**src/hdl/bst_pkg.sv**
```systemverilog
package bst_pkg;
  // ************************************************************
  // Instruction register
  // ************************************************************
  localparam int IR_W = 10;
  localparam logic [IR_W-1:0] IR_CAPTURE = 10'h001;
  localparam logic [IR_W-1:0] OP_EXTEST = 10'h000;
  localparam logic [IR_W-1:0] OP_SAMPLE = 10'h055;
  localparam logic [IR_W-1:0] OP_IDCODE = 10'h059;
  localparam logic [IR_W-1:0] OP_USERCODE = 10'h007;
  localparam logic [IR_W-1:0] OP_CLAMP = 10'h00a;
  localparam logic [IR_W-1:0] OP_BYPASS = 10'h3ff;
  // Programming opcodes: top two bits 10, so bypass is never one
  localparam logic [1:0] OP_PROG_PREFIX = 2'h2;
  // ************************************************************
  // Register widths and defaults
  // ************************************************************
  localparam int ID_W = 32;
  localparam int PROG_W = 16;
  // Arbitrary identification value, not a real part code
  localparam logic [ID_W-1:0] ID_DEFAULT = 32'h0000_1001;
  localparam logic [ID_W-1:0] USER_DEFAULT = 32'hffff_ffff;

  typedef enum logic [3:0] {
    ST_RESET, ST_IDLE, ST_SEL_DR, ST_CAP_DR, ST_SHIFT_DR, ST_EXIT1_DR, ST_PAUSE_DR,
    ST_EXIT2_DR, ST_UPD_DR, ST_SEL_IR, ST_CAP_IR, ST_SHIFT_IR, ST_EXIT1_IR,
    ST_PAUSE_IR, ST_EXIT2_IR, ST_UPD_IR
  } bst_state_t;

  typedef struct packed {
    logic tck;
    logic tms;
    logic tdi;
  } bst_link_t;

  typedef struct packed {
    logic rise;
    logic fall;
  } bst_edge_t;
endpackage

```
**src/hdl/bst_port.sv**
```systemverilog
`timescale 1ns/10ps
`default_nettype none
module bst_port
  import bst_pkg::*;
#(
  parameter int NPIN = 8,
  parameter logic [ID_W-1:0] ID_VALUE = ID_DEFAULT
) (
  // Clock and reset
  input wire logic ref_clk,
  input wire logic reset,
  // Test port pins, sampled as asynchronous inputs
  input wire logic tck_pin,
  input wire logic tms_pin,
  input wire logic tdi_pin,
  output logic tdo_out,
  output logic tdo_oe,
  // Port enable; low hands the test pins to user logic
  input wire logic port_enable,
  output logic [2:0] user_pins_in,
  input wire logic user_tdo_out,
  input wire logic user_tdo_oe,
  // Core and pad side
  input wire logic [NPIN-1:0] core_out,
  input wire logic [NPIN-1:0] pad_in,
  output logic [NPIN-1:0] pad_out,
  // Programming side
  input wire logic [ID_W-1:0] user_code,
  output logic prog_active,
  output logic [IR_W-1:0] prog_opcode,
  output logic [PROG_W-1:0] prog_data,
  output logic prog_strobe
);
  // ************************************************************
  // Synchronisers and edge finding
  // ************************************************************
  bst_link_t sync1_reg, sync2_reg, last_reg;
  always_ff @(posedge ref_clk or posedge reset) begin
    if (reset) begin
      sync1_reg <= '0;
      sync2_reg <= '0;
      last_reg <= '0;
    end else begin
      sync1_reg <= '{tck_pin, tms_pin, tdi_pin};
      sync2_reg <= sync1_reg;
      last_reg <= sync2_reg;
    end
  end
  bst_edge_t edge_w;
  assign edge_w.rise = port_enable & sync2_reg.tck & ~last_reg.tck;
  assign edge_w.fall = port_enable & ~sync2_reg.tck & last_reg.tck;
  // Raw pins to user logic when the port is off; pins are the same wires
  assign user_pins_in = port_enable ? 3'h0 : {tck_pin, tms_pin, tdi_pin};

  // ************************************************************
  // Controller
  // ************************************************************
  bst_state_t state_reg, state_next;
  wire tms_w = sync2_reg.tms;
  always_comb begin
    unique case (state_reg)
      ST_RESET: state_next = tms_w ? ST_RESET : ST_IDLE;
      ST_IDLE: state_next = tms_w ? ST_SEL_DR : ST_IDLE;
      ST_SEL_DR: state_next = tms_w ? ST_SEL_IR : ST_CAP_DR;
      ST_CAP_DR: state_next = tms_w ? ST_EXIT1_DR : ST_SHIFT_DR;
      ST_SHIFT_DR: state_next = tms_w ? ST_EXIT1_DR : ST_SHIFT_DR;
      ST_EXIT1_DR: state_next = tms_w ? ST_UPD_DR : ST_PAUSE_DR;
      ST_PAUSE_DR: state_next = tms_w ? ST_EXIT2_DR : ST_PAUSE_DR;
      ST_EXIT2_DR: state_next = tms_w ? ST_UPD_DR : ST_SHIFT_DR;
      ST_UPD_DR: state_next = tms_w ? ST_SEL_DR : ST_IDLE;
      ST_SEL_IR: state_next = tms_w ? ST_RESET : ST_CAP_IR;
      ST_CAP_IR: state_next = tms_w ? ST_EXIT1_IR : ST_SHIFT_IR;
      ST_SHIFT_IR: state_next = tms_w ? ST_EXIT1_IR : ST_SHIFT_IR;
      ST_EXIT1_IR: state_next = tms_w ? ST_UPD_IR : ST_PAUSE_IR;
      ST_PAUSE_IR: state_next = tms_w ? ST_EXIT2_IR : ST_PAUSE_IR;
      ST_EXIT2_IR: state_next = tms_w ? ST_UPD_IR : ST_SHIFT_IR;
      ST_UPD_IR: state_next = tms_w ? ST_SEL_DR : ST_IDLE;
    endcase
  end
  always_ff @(posedge ref_clk or posedge reset) begin
    if (reset) begin
      state_reg <= ST_RESET;
    end else if (!port_enable) begin
      state_reg <= ST_RESET;
    end else if (edge_w.rise) begin
      state_reg <= state_next;
    end
  end

  // ************************************************************
  // Instruction decode
  // ************************************************************
  logic [IR_W-1:0] ir_sh_reg, ir_reg;
  wire is_extest = ir_reg == OP_EXTEST;
  wire is_sample = ir_reg == OP_SAMPLE;
  wire is_idcode = ir_reg == OP_IDCODE;
  wire is_user = ir_reg == OP_USERCODE;
  wire is_clamp = ir_reg == OP_CLAMP;
  wire is_prog = (ir_reg[IR_W-1 -: 2] == OP_PROG_PREFIX);
  wire sel_bsr = is_extest | is_sample;
  wire sel_id = is_idcode | is_user;
  wire sel_bypass = ~(sel_bsr | sel_id | is_prog);
  wire in_cap_dr = edge_w.rise & (state_reg == ST_CAP_DR);
  wire in_sh_dr = edge_w.rise & (state_reg == ST_SHIFT_DR);
  wire in_upd_dr = edge_w.rise & (state_reg == ST_UPD_DR);
  wire tdi_w = sync2_reg.tdi;

  always_ff @(posedge ref_clk or posedge reset) begin
    if (reset) begin
      ir_sh_reg <= '0;
      ir_reg <= OP_IDCODE;
    end else if (!port_enable || (edge_w.rise && state_reg == ST_RESET)) begin
      ir_reg <= OP_IDCODE;
    end else if (edge_w.rise) begin
      if (state_reg == ST_CAP_IR) begin
        ir_sh_reg <= IR_CAPTURE;
      end else if (state_reg == ST_SHIFT_IR) begin
        ir_sh_reg <= {tdi_w, ir_sh_reg[IR_W-1:1]};
      end else if (state_reg == ST_UPD_IR) begin
        ir_reg <= ir_sh_reg;
      end
    end
  end

  // ************************************************************
  // Data registers
  // ************************************************************
  logic bypass_reg;
  logic [ID_W-1:0] id_sh_reg;
  logic [NPIN-1:0] bsr_sh_reg, bsr_upd_reg;
  logic [PROG_W-1:0] prog_sh_reg;
  always_ff @(posedge ref_clk or posedge reset) begin
    if (reset) begin
      bypass_reg <= 1'b0;
      id_sh_reg <= '0;
      bsr_sh_reg <= '0;
      prog_sh_reg <= '0;
    end else if (in_cap_dr) begin
      bypass_reg <= 1'b0;
      id_sh_reg <= is_user ? user_code : ID_VALUE;
      bsr_sh_reg <= pad_in;
    end else if (in_sh_dr) begin
      bypass_reg <= tdi_w;
      id_sh_reg <= {tdi_w, id_sh_reg[ID_W-1:1]};
      bsr_sh_reg <= {tdi_w, bsr_sh_reg[NPIN-1:1]};
      prog_sh_reg <= {tdi_w, prog_sh_reg[PROG_W-1:1]};
    end
  end
  // Update stage holds the pattern so shifting never glitches the pads
  always_ff @(posedge ref_clk or posedge reset) begin
    if (reset) begin
      bsr_upd_reg <= '0;
    end else if (in_upd_dr && sel_bsr) begin
      bsr_upd_reg <= bsr_sh_reg;
    end
  end
  wire drive_test = is_extest | is_clamp;
  always_ff @(posedge ref_clk or posedge reset) begin
    if (reset) begin
      pad_out <= '0;
      prog_data <= '0;
      prog_opcode <= '0;
      prog_strobe <= 1'b0;
    end else begin
      pad_out <= drive_test ? bsr_upd_reg : core_out;
      prog_strobe <= in_upd_dr & is_prog;
      if (in_upd_dr && is_prog) begin
        prog_data <= prog_sh_reg;
        prog_opcode <= ir_reg;
      end
    end
  end
  assign prog_active = is_prog & port_enable;

  // ************************************************************
  // Serial output on falling edge
  // ************************************************************
  logic tdo_reg, tdo_oe_reg;
  wire sh_dr = state_reg == ST_SHIFT_DR;
  wire sh_ir = state_reg == ST_SHIFT_IR;
  wire dr_bit = sel_bypass ? bypass_reg : sel_id ? id_sh_reg[0] :
    is_prog ? prog_sh_reg[0] : bsr_sh_reg[0];
  always_ff @(posedge ref_clk or posedge reset) begin
    if (reset) begin
      tdo_reg <= 1'b0;
      tdo_oe_reg <= 1'b0;
    end else if (!port_enable) begin
      tdo_oe_reg <= 1'b0;
    end else if (edge_w.fall) begin
      tdo_reg <= sh_ir ? ir_sh_reg[0] : dr_bit;
      tdo_oe_reg <= sh_ir | sh_dr;
    end
  end
  assign tdo_out = port_enable ? tdo_reg : user_tdo_out;
  assign tdo_oe = port_enable ? tdo_oe_reg : user_tdo_oe;

  // ************************************************************
  // Checks
  // ************************************************************
  chk_reset_ir: assert property (@(posedge ref_clk) disable iff (reset)
    (edge_w.rise && state_reg == ST_RESET) |=> ir_reg == OP_IDCODE)
    else $error("instruction not reset to identification");
  chk_fsm_step: assert property (@(posedge ref_clk) disable iff (reset)
    (port_enable && !edge_w.rise) |=> $stable(state_reg))
    else $error("controller moved without a rising test clock");
  chk_oe_shift: assert property (@(posedge ref_clk) disable iff (reset)
    (port_enable && edge_w.fall && !(sh_dr || sh_ir)) |=> !tdo_oe)
    else $error("data out enabled outside shift");
  chk_clamp_pins: assert property (@(posedge ref_clk) disable iff (reset)
    (is_clamp && $stable(is_clamp)) |=> pad_out == $past(bsr_upd_reg))
    else $error("clamp pins not from scan register");
  chk_sample_pass: assert property (@(posedge ref_clk) disable iff (reset)
    is_sample |=> pad_out == $past(core_out))
    else $error("sample disturbed pins");
  chk_extest_cap: assert property (@(posedge ref_clk) disable iff (reset)
    (in_cap_dr && is_extest) |=> bsr_sh_reg == $past(pad_in))
    else $error("external test capture wrong");
  chk_bypass_cap: assert property (@(posedge ref_clk) disable iff (reset)
    in_cap_dr |=> !bypass_reg)
    else $error("bypass capture not zero");
  chk_user_cap: assert property (@(posedge ref_clk) disable iff (reset)
    (in_cap_dr && is_user) |=> id_sh_reg == $past(user_code))
    else $error("user code not captured");
  chk_port_off: assert property (@(posedge ref_clk) disable iff (reset)
    !port_enable |-> (tdo_oe == user_tdo_oe))
    else $error("test pin not handed to user");
  chk_off_reset: assert property (@(posedge ref_clk) disable iff (reset)
    !port_enable |=> (state_reg == ST_RESET) && (ir_reg == OP_IDCODE))
    else $error("disabled port left controller out of reset");
  chk_prog_strobe: assert property (@(posedge ref_clk) disable iff (reset)
    prog_strobe |-> $past(is_prog))
    else $error("programming strobe without programming opcode");
  cov_shift_dr: cover property (@(posedge ref_clk) in_sh_dr && sel_id);
  cov_bypass: cover property (@(posedge ref_clk) in_sh_dr && sel_bypass);
  cov_extest: cover property (@(posedge ref_clk) is_extest && in_upd_dr);
  cov_prog: cover property (@(posedge ref_clk) prog_strobe);
endmodule
`default_nettype wire

```
**config.mk**
```make
export PLATFORM = sky130hd
export DESIGN_NAME = bst_port
export DESIGN_NICKNAME = d
export VERILOG_FILES = /design/src/hdl/bst_pkg.sv /design/src/hdl/bst_port.sv
export SDC_FILE = /design/constraint.sdc
export NUM_CORES = 1
export LEC_CHECK = 0
export BUFFER_PORTS_ARGS = -buffer_cell sky130_fd_sc_hd__buf_2
export CAP_MARGIN = 20
export CORE_ASPECT_RATIO = 2
export CORE_MARGIN = 2
export CORE_UTILIZATION = 55
export DETAILED_ROUTE_END_ITERATION = 8
export PLACE_DENSITY = 0.81
export SLEW_MARGIN = 20
export SYNTH_ARGS = -nofsm -noshare
export SYNTH_HDL_FRONTEND = slang
export SYNTH_SLANG_ARGS = --single-unit
```
**constraint.sdc**
```tcl
create_clock -name ref_clk -period 4.5 [get_ports ref_clk]
set_input_delay 0.45 -clock ref_clk [delete_from_list [all_inputs] [get_ports ref_clk]]
set_output_delay 0.45 -clock ref_clk [all_outputs]
set_load 0.005 [all_outputs]
```
==> results_dict.tcl, run 1 <==
set metrics [dict create \
    synth_largest_area_cell "dfrtp_1" \
    pwr-share-clk 0.523 \
    ys_seq_area_frac 0.581 \
    yosys-top-cells-area "dfrtp_1, mux2_2, nor2_1" \
    numPortBuffers 96 \
    ys_seq_elements 133 \
    relSlewSlack 0.261 \
    grt-ovfl-total 0 \
    fin_crit_sh 0.653 \
    cp-start-kind "register" \
    path_class "register to register" \
    fin_hold_ws_ps 145 \
    finalSetupViolations 0 \
    synth_most_common_cell "dfrtp_1" \
    synth_cell_types 45 \
    yosys_warnings 0 \
    insertion_delay_ps 420 \
    hold_class "input pin to register" \
    cts_root_buf "clkbuf_16" \
    tritoncts "yes" \
    cts_max_path_buffers 2 \
    path_buf_inv 0 \
    dp_cells 752 \
    utilization 0.679 \
    die_w_um 76.2 \
    preCtsSetupSlack_ps 1540 \
    slew_violations 0 \
    worst_pin_slew_ps 1110 \
    num_antenna_cells 0 \
    seqPwrFrac 0.436 \
    grt_pass1_vias 4456 \
    max_cap_violations 0 \
    drt_iter0_markers 294 \
    row_count 52 \
    cts_buffers 17 \
    cts.sinks 133 \
    place.gp.congestion 0.823 \
    fin_ws_ps 1560 \
    grt_pass1_wl_um 20700 \
    postCtsSetupBuffers 0 \
    slowest_delay_ps 810 \
    required_ps 4800 \
    path_max_fanout 26 \
    drtPass1Iterations 5 \
    die_area_mm2 0.0113 \
    fin_nets 692 \
    die_h_um 148 \
    path_cells "or4b_4, nor2_2, nor2_1, a221o_1" \
    vdd_drop_max_v 0.000303 \
    areaGrowthSynthToFinish_pct 20.1 \
    largest_reg_flops 32 \
    drive_gt1_frac 0.300 \
    ant_nets 0 \
    netlist.area_leader.share 0.562 \
    skew_ps 10.3 \
    num_vias 4392 \
    cts_max_level 4 \
    ctsHoldBuffers 0 \
    endpoint_kind "register" \
    grt_max_degree 88 \
    post_cts_resize_count 0 \
    timing_hold_violations_final 0 \
    clk_pin_slew_ps 60 \
    rsz0062_at_grt "no" \
    start_util 0.566 \
    drcViolationCount 0 \
    async_reset_ff_frac 1.00 \
    ios 97 \
    ys_top_cells_by_count "dfrtp_1, nor2_1, nand2_1, a21oi_1, mux2_2" \
    min_period_ps 2940 \
    setup_tns_ps 0 \
    wl_um 12600 \
    ys.flop_type "dfrtp_1" \
    viasPerCell 5.60 \
    fin_cells 784 \
    antenna_found_initial 0 \
    hpwl_um 8270 \
    power_density_mw_per_mm2 415 \
    crit_family "simple AND/OR/NAND/NOR gates" \
    cp.arrival_ps 3240 \
    synth_cells 552 \
    syn_area_mm2 0.00574 \
    status "finished clean" \
    p_sw_uw 640 \
    syn_area_per_cell_um2 10.4 \
    critPathSlowestCell "nor2_2" \
    synth_fp_nets 608 \
    core_area_mm2 0.0101 \
    fmax_ghz 0.340 \
    p_int_mw 2.22 \
    wire_per_inst_um 16.0 \
    pwr-share-comb 0.041 \
    leakage_nw 3.57 \
    switching_share 0.224 \
    n_fill_cell 789 \
    synth-edff-count 0 \
    track_usage 0.231 \
]
-- per-stage QoR --
stage / area [um2] / power [mW]
3_5_place_dp: 6250 / 1.39
5_1_grt: 6890 / 2.94
2_1_floorplan: 5740 / 1.33
6_report: 6890 / 2.86
4_1_cts: 6890 / 2.87
3_3_place_gp: 6250 / 1.38
-- path summary, 6_finish.rpt --
kind	from	endpoint	slack, ps	cells past startpoint
max	state_reg[3]	id_sh_reg[0]	1560	4
min	tdi_pin	sync1_reg[0]	140	1
max reg2reg	state_reg[3]	id_sh_reg[0]	1560	4
min reg2reg	sync1_reg[2]	sync2_reg[2]	350	0
max in group asynchronous	reset	ir_sh_reg[8]	3220	3
min in group asynchronous	reset	pad_out[4]	160	2
-- cell usage in the layout (no fill, tap or decap), drive strengths merged, types with 3 or more instances in the layout --
master	synthesis	routed
a211oi	4	4
a21oi	44	44
a22o	8	8
a22oi	8	8
a31oi	5	5
and2	3	3
buf	12	99
bufinv	0	4
clkbuf	22	17
dfrtp	129	129
dfstp	4	4
inv	13	20
mux2	39	39
nand2	74	74
nand2b	4	4
nand3	15	15
nand3b	3	3
nor2	76	76
nor2b	9	9
nor3	31	31
nor4	6	6
o21ai	24	24
-- per-layer routing --
metal / GRT usage / up-vias / wire length [um]
met1: 0.257 / 2174 / 4740
li1: - / 2055 / -
met2: 0.423 / 140 / 6990
met3: 0.0534 / 23 / 599
met4: 0.0936 / 0 / 246
met5: 0 / - / 0
-- power by group through the flow --
| stage | sequential [mW] | combinational, mW | clock [mW] |
|---|---|---|---|
| 2_1_floorplan | 1.26 | 0.0736 | 0 |
| 3_3_place_gp | 1.27 | 0.115 | 0 |
| 3_5_place_dp | 1.27 | 0.119 | 0 |
| 4_1_cts | 1.25 | 0.120 | 1.51 |
| 5_1_grt | 1.25 | 0.133 | 1.56 |
| 6_report | 1.25 | 0.118 | 1.50 |
-- cell families (layout without fill, tap and decap cells) --
group,after synthesis,in the layout,share of synthesized area
AND/OR/NAND/NOR,230,230,0.196
multiplexers,40,40,0.0782
buffers and inverters,47,144,0.0392
flip-flops,133,133,0.581
AO/OA/AOI/OAI,100,100,0.103
XOR/XNOR,2,2,0.00305
-- layout make-up --
class | instances | area (um2) | area share
sequential | 133 | 3330 | 0.484
multi-input combinational | 372 | 2190 | 0.318
clock buffer | 17 | 425 | 0.0617
inverter | 13 | 53.8 | 0.00781
timing repair buffer | 99 | 503 | 0.0730
clock inverter | 15 | 216 | 0.0314
tap | 135 | 169 | 0.0245
Note: power is estimated with default switching activity, not from simulation.
==> run 2: changes to the inputs <==
CORE_UTILIZATION = 51   (was 55)
PLACE_DENSITY = 0.79   (was 0.81)
clock period = 2.68 ns   (was 4.5 ns; I/O delays follow)
==> run 2 against run 1 <==
Effect of this change:
- utilization fell by 4.0 points
- clock power increased by 54%
- first-iteration DRC count fell by 20%
- non-clock buffer count up 14
- sequential share of layout area fell by 0.68 points
- via count is 0.27% higher
- largest power group unchanged
==> results_dict.tcl, run 2 (same netlist as run 1, synthesis figures left out) <==
set metrics [dict create \
    cp-start-kind "register" \
    final_cell_mix "dfrtp_1, buf_2, nor2_1, nand2_1, a21oi_1" \
    switching_share 0.231 \
    ios 97 \
    skew_ps 6.98 \
    cp.arrival_ps 2520 \
    seqPwrFrac 0.453 \
    grt_pass1_vias 4327 \
    top_usage_layer "met2" \
    cts.sinks 133 \
    fin_hold_ws_ps 82.9 \
    leakage_nw 3.62 \
    drcViolationCount 0 \
    numPortBuffers 96 \
    drt_iter0_markers 236 \
    cts_max_path_buffers 2 \
    fin_nets 706 \
    cp-startpoint "state_reg[2]" \
    start_util 0.524 \
    areaGrowthSynthToFinish_pct 21.8 \
    pwr-share-comb 0.046 \
    path_class "register to register" \
    vdd_drop_max_v 0.000511 \
    slew_violations 0 \
    cts_root_buf "clkbuf_16" \
    crit_path_end "id_sh_reg[12]" \
    num_antenna_cells 0 \
    grt-ovfl-total 0 \
    path_max_fanout 15 \
    reg2reg_slack_ps 450 \
    die_area_mm2 0.0122 \
    grt_max_degree 58 \
    cts_buffers 17 \
    antenna_found_initial 0 \
    grtUsageMet2 0.371 \
    insertion_delay_ps 410 \
    post_cts_resize_count 0 \
    grt_util_met3 0.0505 \
    core_area_mm2 0.0109 \
    die_h_um 154 \
    finalSetupViolations 0 \
    place.gp.congestion 0.874 \
    pwr-share-clk 0.501 \
    ant_nets 0 \
    grt_use_met1 0.265 \
    ctsHoldBuffers 4 \
    p_int_mw 3.55 \
    clk_pin_slew_ps 60 \
    required_ps 2970 \
    r2r-end "id_sh_reg[12]" \
    wl_um 12500 \
    endpoint_kind "register" \
    hold_class "input pin to register" \
    largest_reg_flops 32 \
    p_total_mw 4.62 \
    num_vias 4404 \
    row_count 54 \
    die_w_um 79.0 \
    max_cap_violations 0 \
    timing_hold_violations_final 0 \
    viasPerCell 5.48 \
    fin_crit_sh 0.832 \
    status "finished clean" \
    cts_max_level 4 \
    power_density_mw_per_mm2 661 \
    drive_gt1_frac 0.308 \
    utilization 0.639 \
    setup_tns_ps 0 \
    rsz0062_at_grt "no" \
    wire_per_inst_um 15.6 \
    worst_pin_slew_ps 846 \
    relSlewSlack 0.432 \
    grt_pass1_wl_um 20900 \
    track_usage 0.219 \
    worstHoldPathCells 3 \
    rr_startpoint "state_reg[2]" \
    fmax_ghz 0.448 \
    hpwl_um 8600 \
    min_period_ps 2230 \
    reg2regPathDepth 4 \
    mostFrequentLayoutCell "dfrtp_1" \
    tritoncts "yes" \
    drtPass1Iterations 5 \
    p_sw_mw 1.07 \
    postCtsSetupBuffers 0 \
]
## run 2: cell count changes in the layout (fill, tap and decap cells not counted)
cell | before | now
buf_4 | 3 | 11
clkinv_2 | 0 | 1
bufinv_16 | 4 | 2
dlygate4sd3_1 | 0 | 4
or3_2 | 1 | 0
clkinvlp_4 | 2 | 4
or3_1 | 0 | 1
buf_12 | 0 | 2
inv_8 | 1 | 2
inv_6 | 7 | 3
clkinv_4 | 2 | 4
## run 2: stage by stage
step	area, um2	instances	setup WS (ps)
2_1_floorplan	5740	552	764
3_3_place_gp	6350	767	583
3_5_place_dp	6350	767	472
4_1_cts	6990	803	477
5_1_grt	6990	803	281
6_report	6990	803	449
## run 2: how the worst min path moves through the flow
stage	startpoint	endpoint	slack [ps]
after floorplan	tdi_pin	sync1_reg[0]	300
after global placement	sync1_reg[0]	tdi_w	340
after detailed placement	sync1_reg[0]	tdi_w	340
after CTS	pad_in[4]	bsr_sh_reg[4]	70
after global routing	core_out[1]	pad_out[1]	70
final	pad_in[4]	bsr_sh_reg[4]	80
## run 2: power groups by stage
stage | Clock [mW] | Combinational [mW] | Sequential [mW]
2_1_floorplan | 0 | 0.124 | 2.12
3_3_place_gp | 0 | 0.201 | 2.13
3_5_place_dp | 0 | 0.209 | 2.13
4_1_cts | 2.36 | 0.215 | 2.09
5_1_grt | 2.45 | 0.238 | 2.10
6_report | 2.31 | 0.212 | 2.09
## run 2: per-layer routing
metal,wire (um),vias up
li1,-,2094
met1,4790,2154
met2,6880,134
met3,538,22
met4,276,0
met5,0,-
## run 2: layout make-up
| type | count | area [um2] |
|---|---|---|
| Clock inverter | 15 | 171 |
| Sequential cell | 133 | 3330 |
| Inverter | 13 | 52.6 |
| Fill cell | 906 | 3950 |
| Tap cell | 140 | 175 |
| Timing Repair Buffer | 113 | 643 |
| Multi-Input combinational cell | 372 | 2190 |
| Clock buffer | 17 | 425 |
## run 2: worst max-delay path, cell delays in order, from the launching register on
cell and delay (ps):
dfrtp_1 620, or4b_4 540, nor2_2 350, nor2_1 260, a221o_1 340
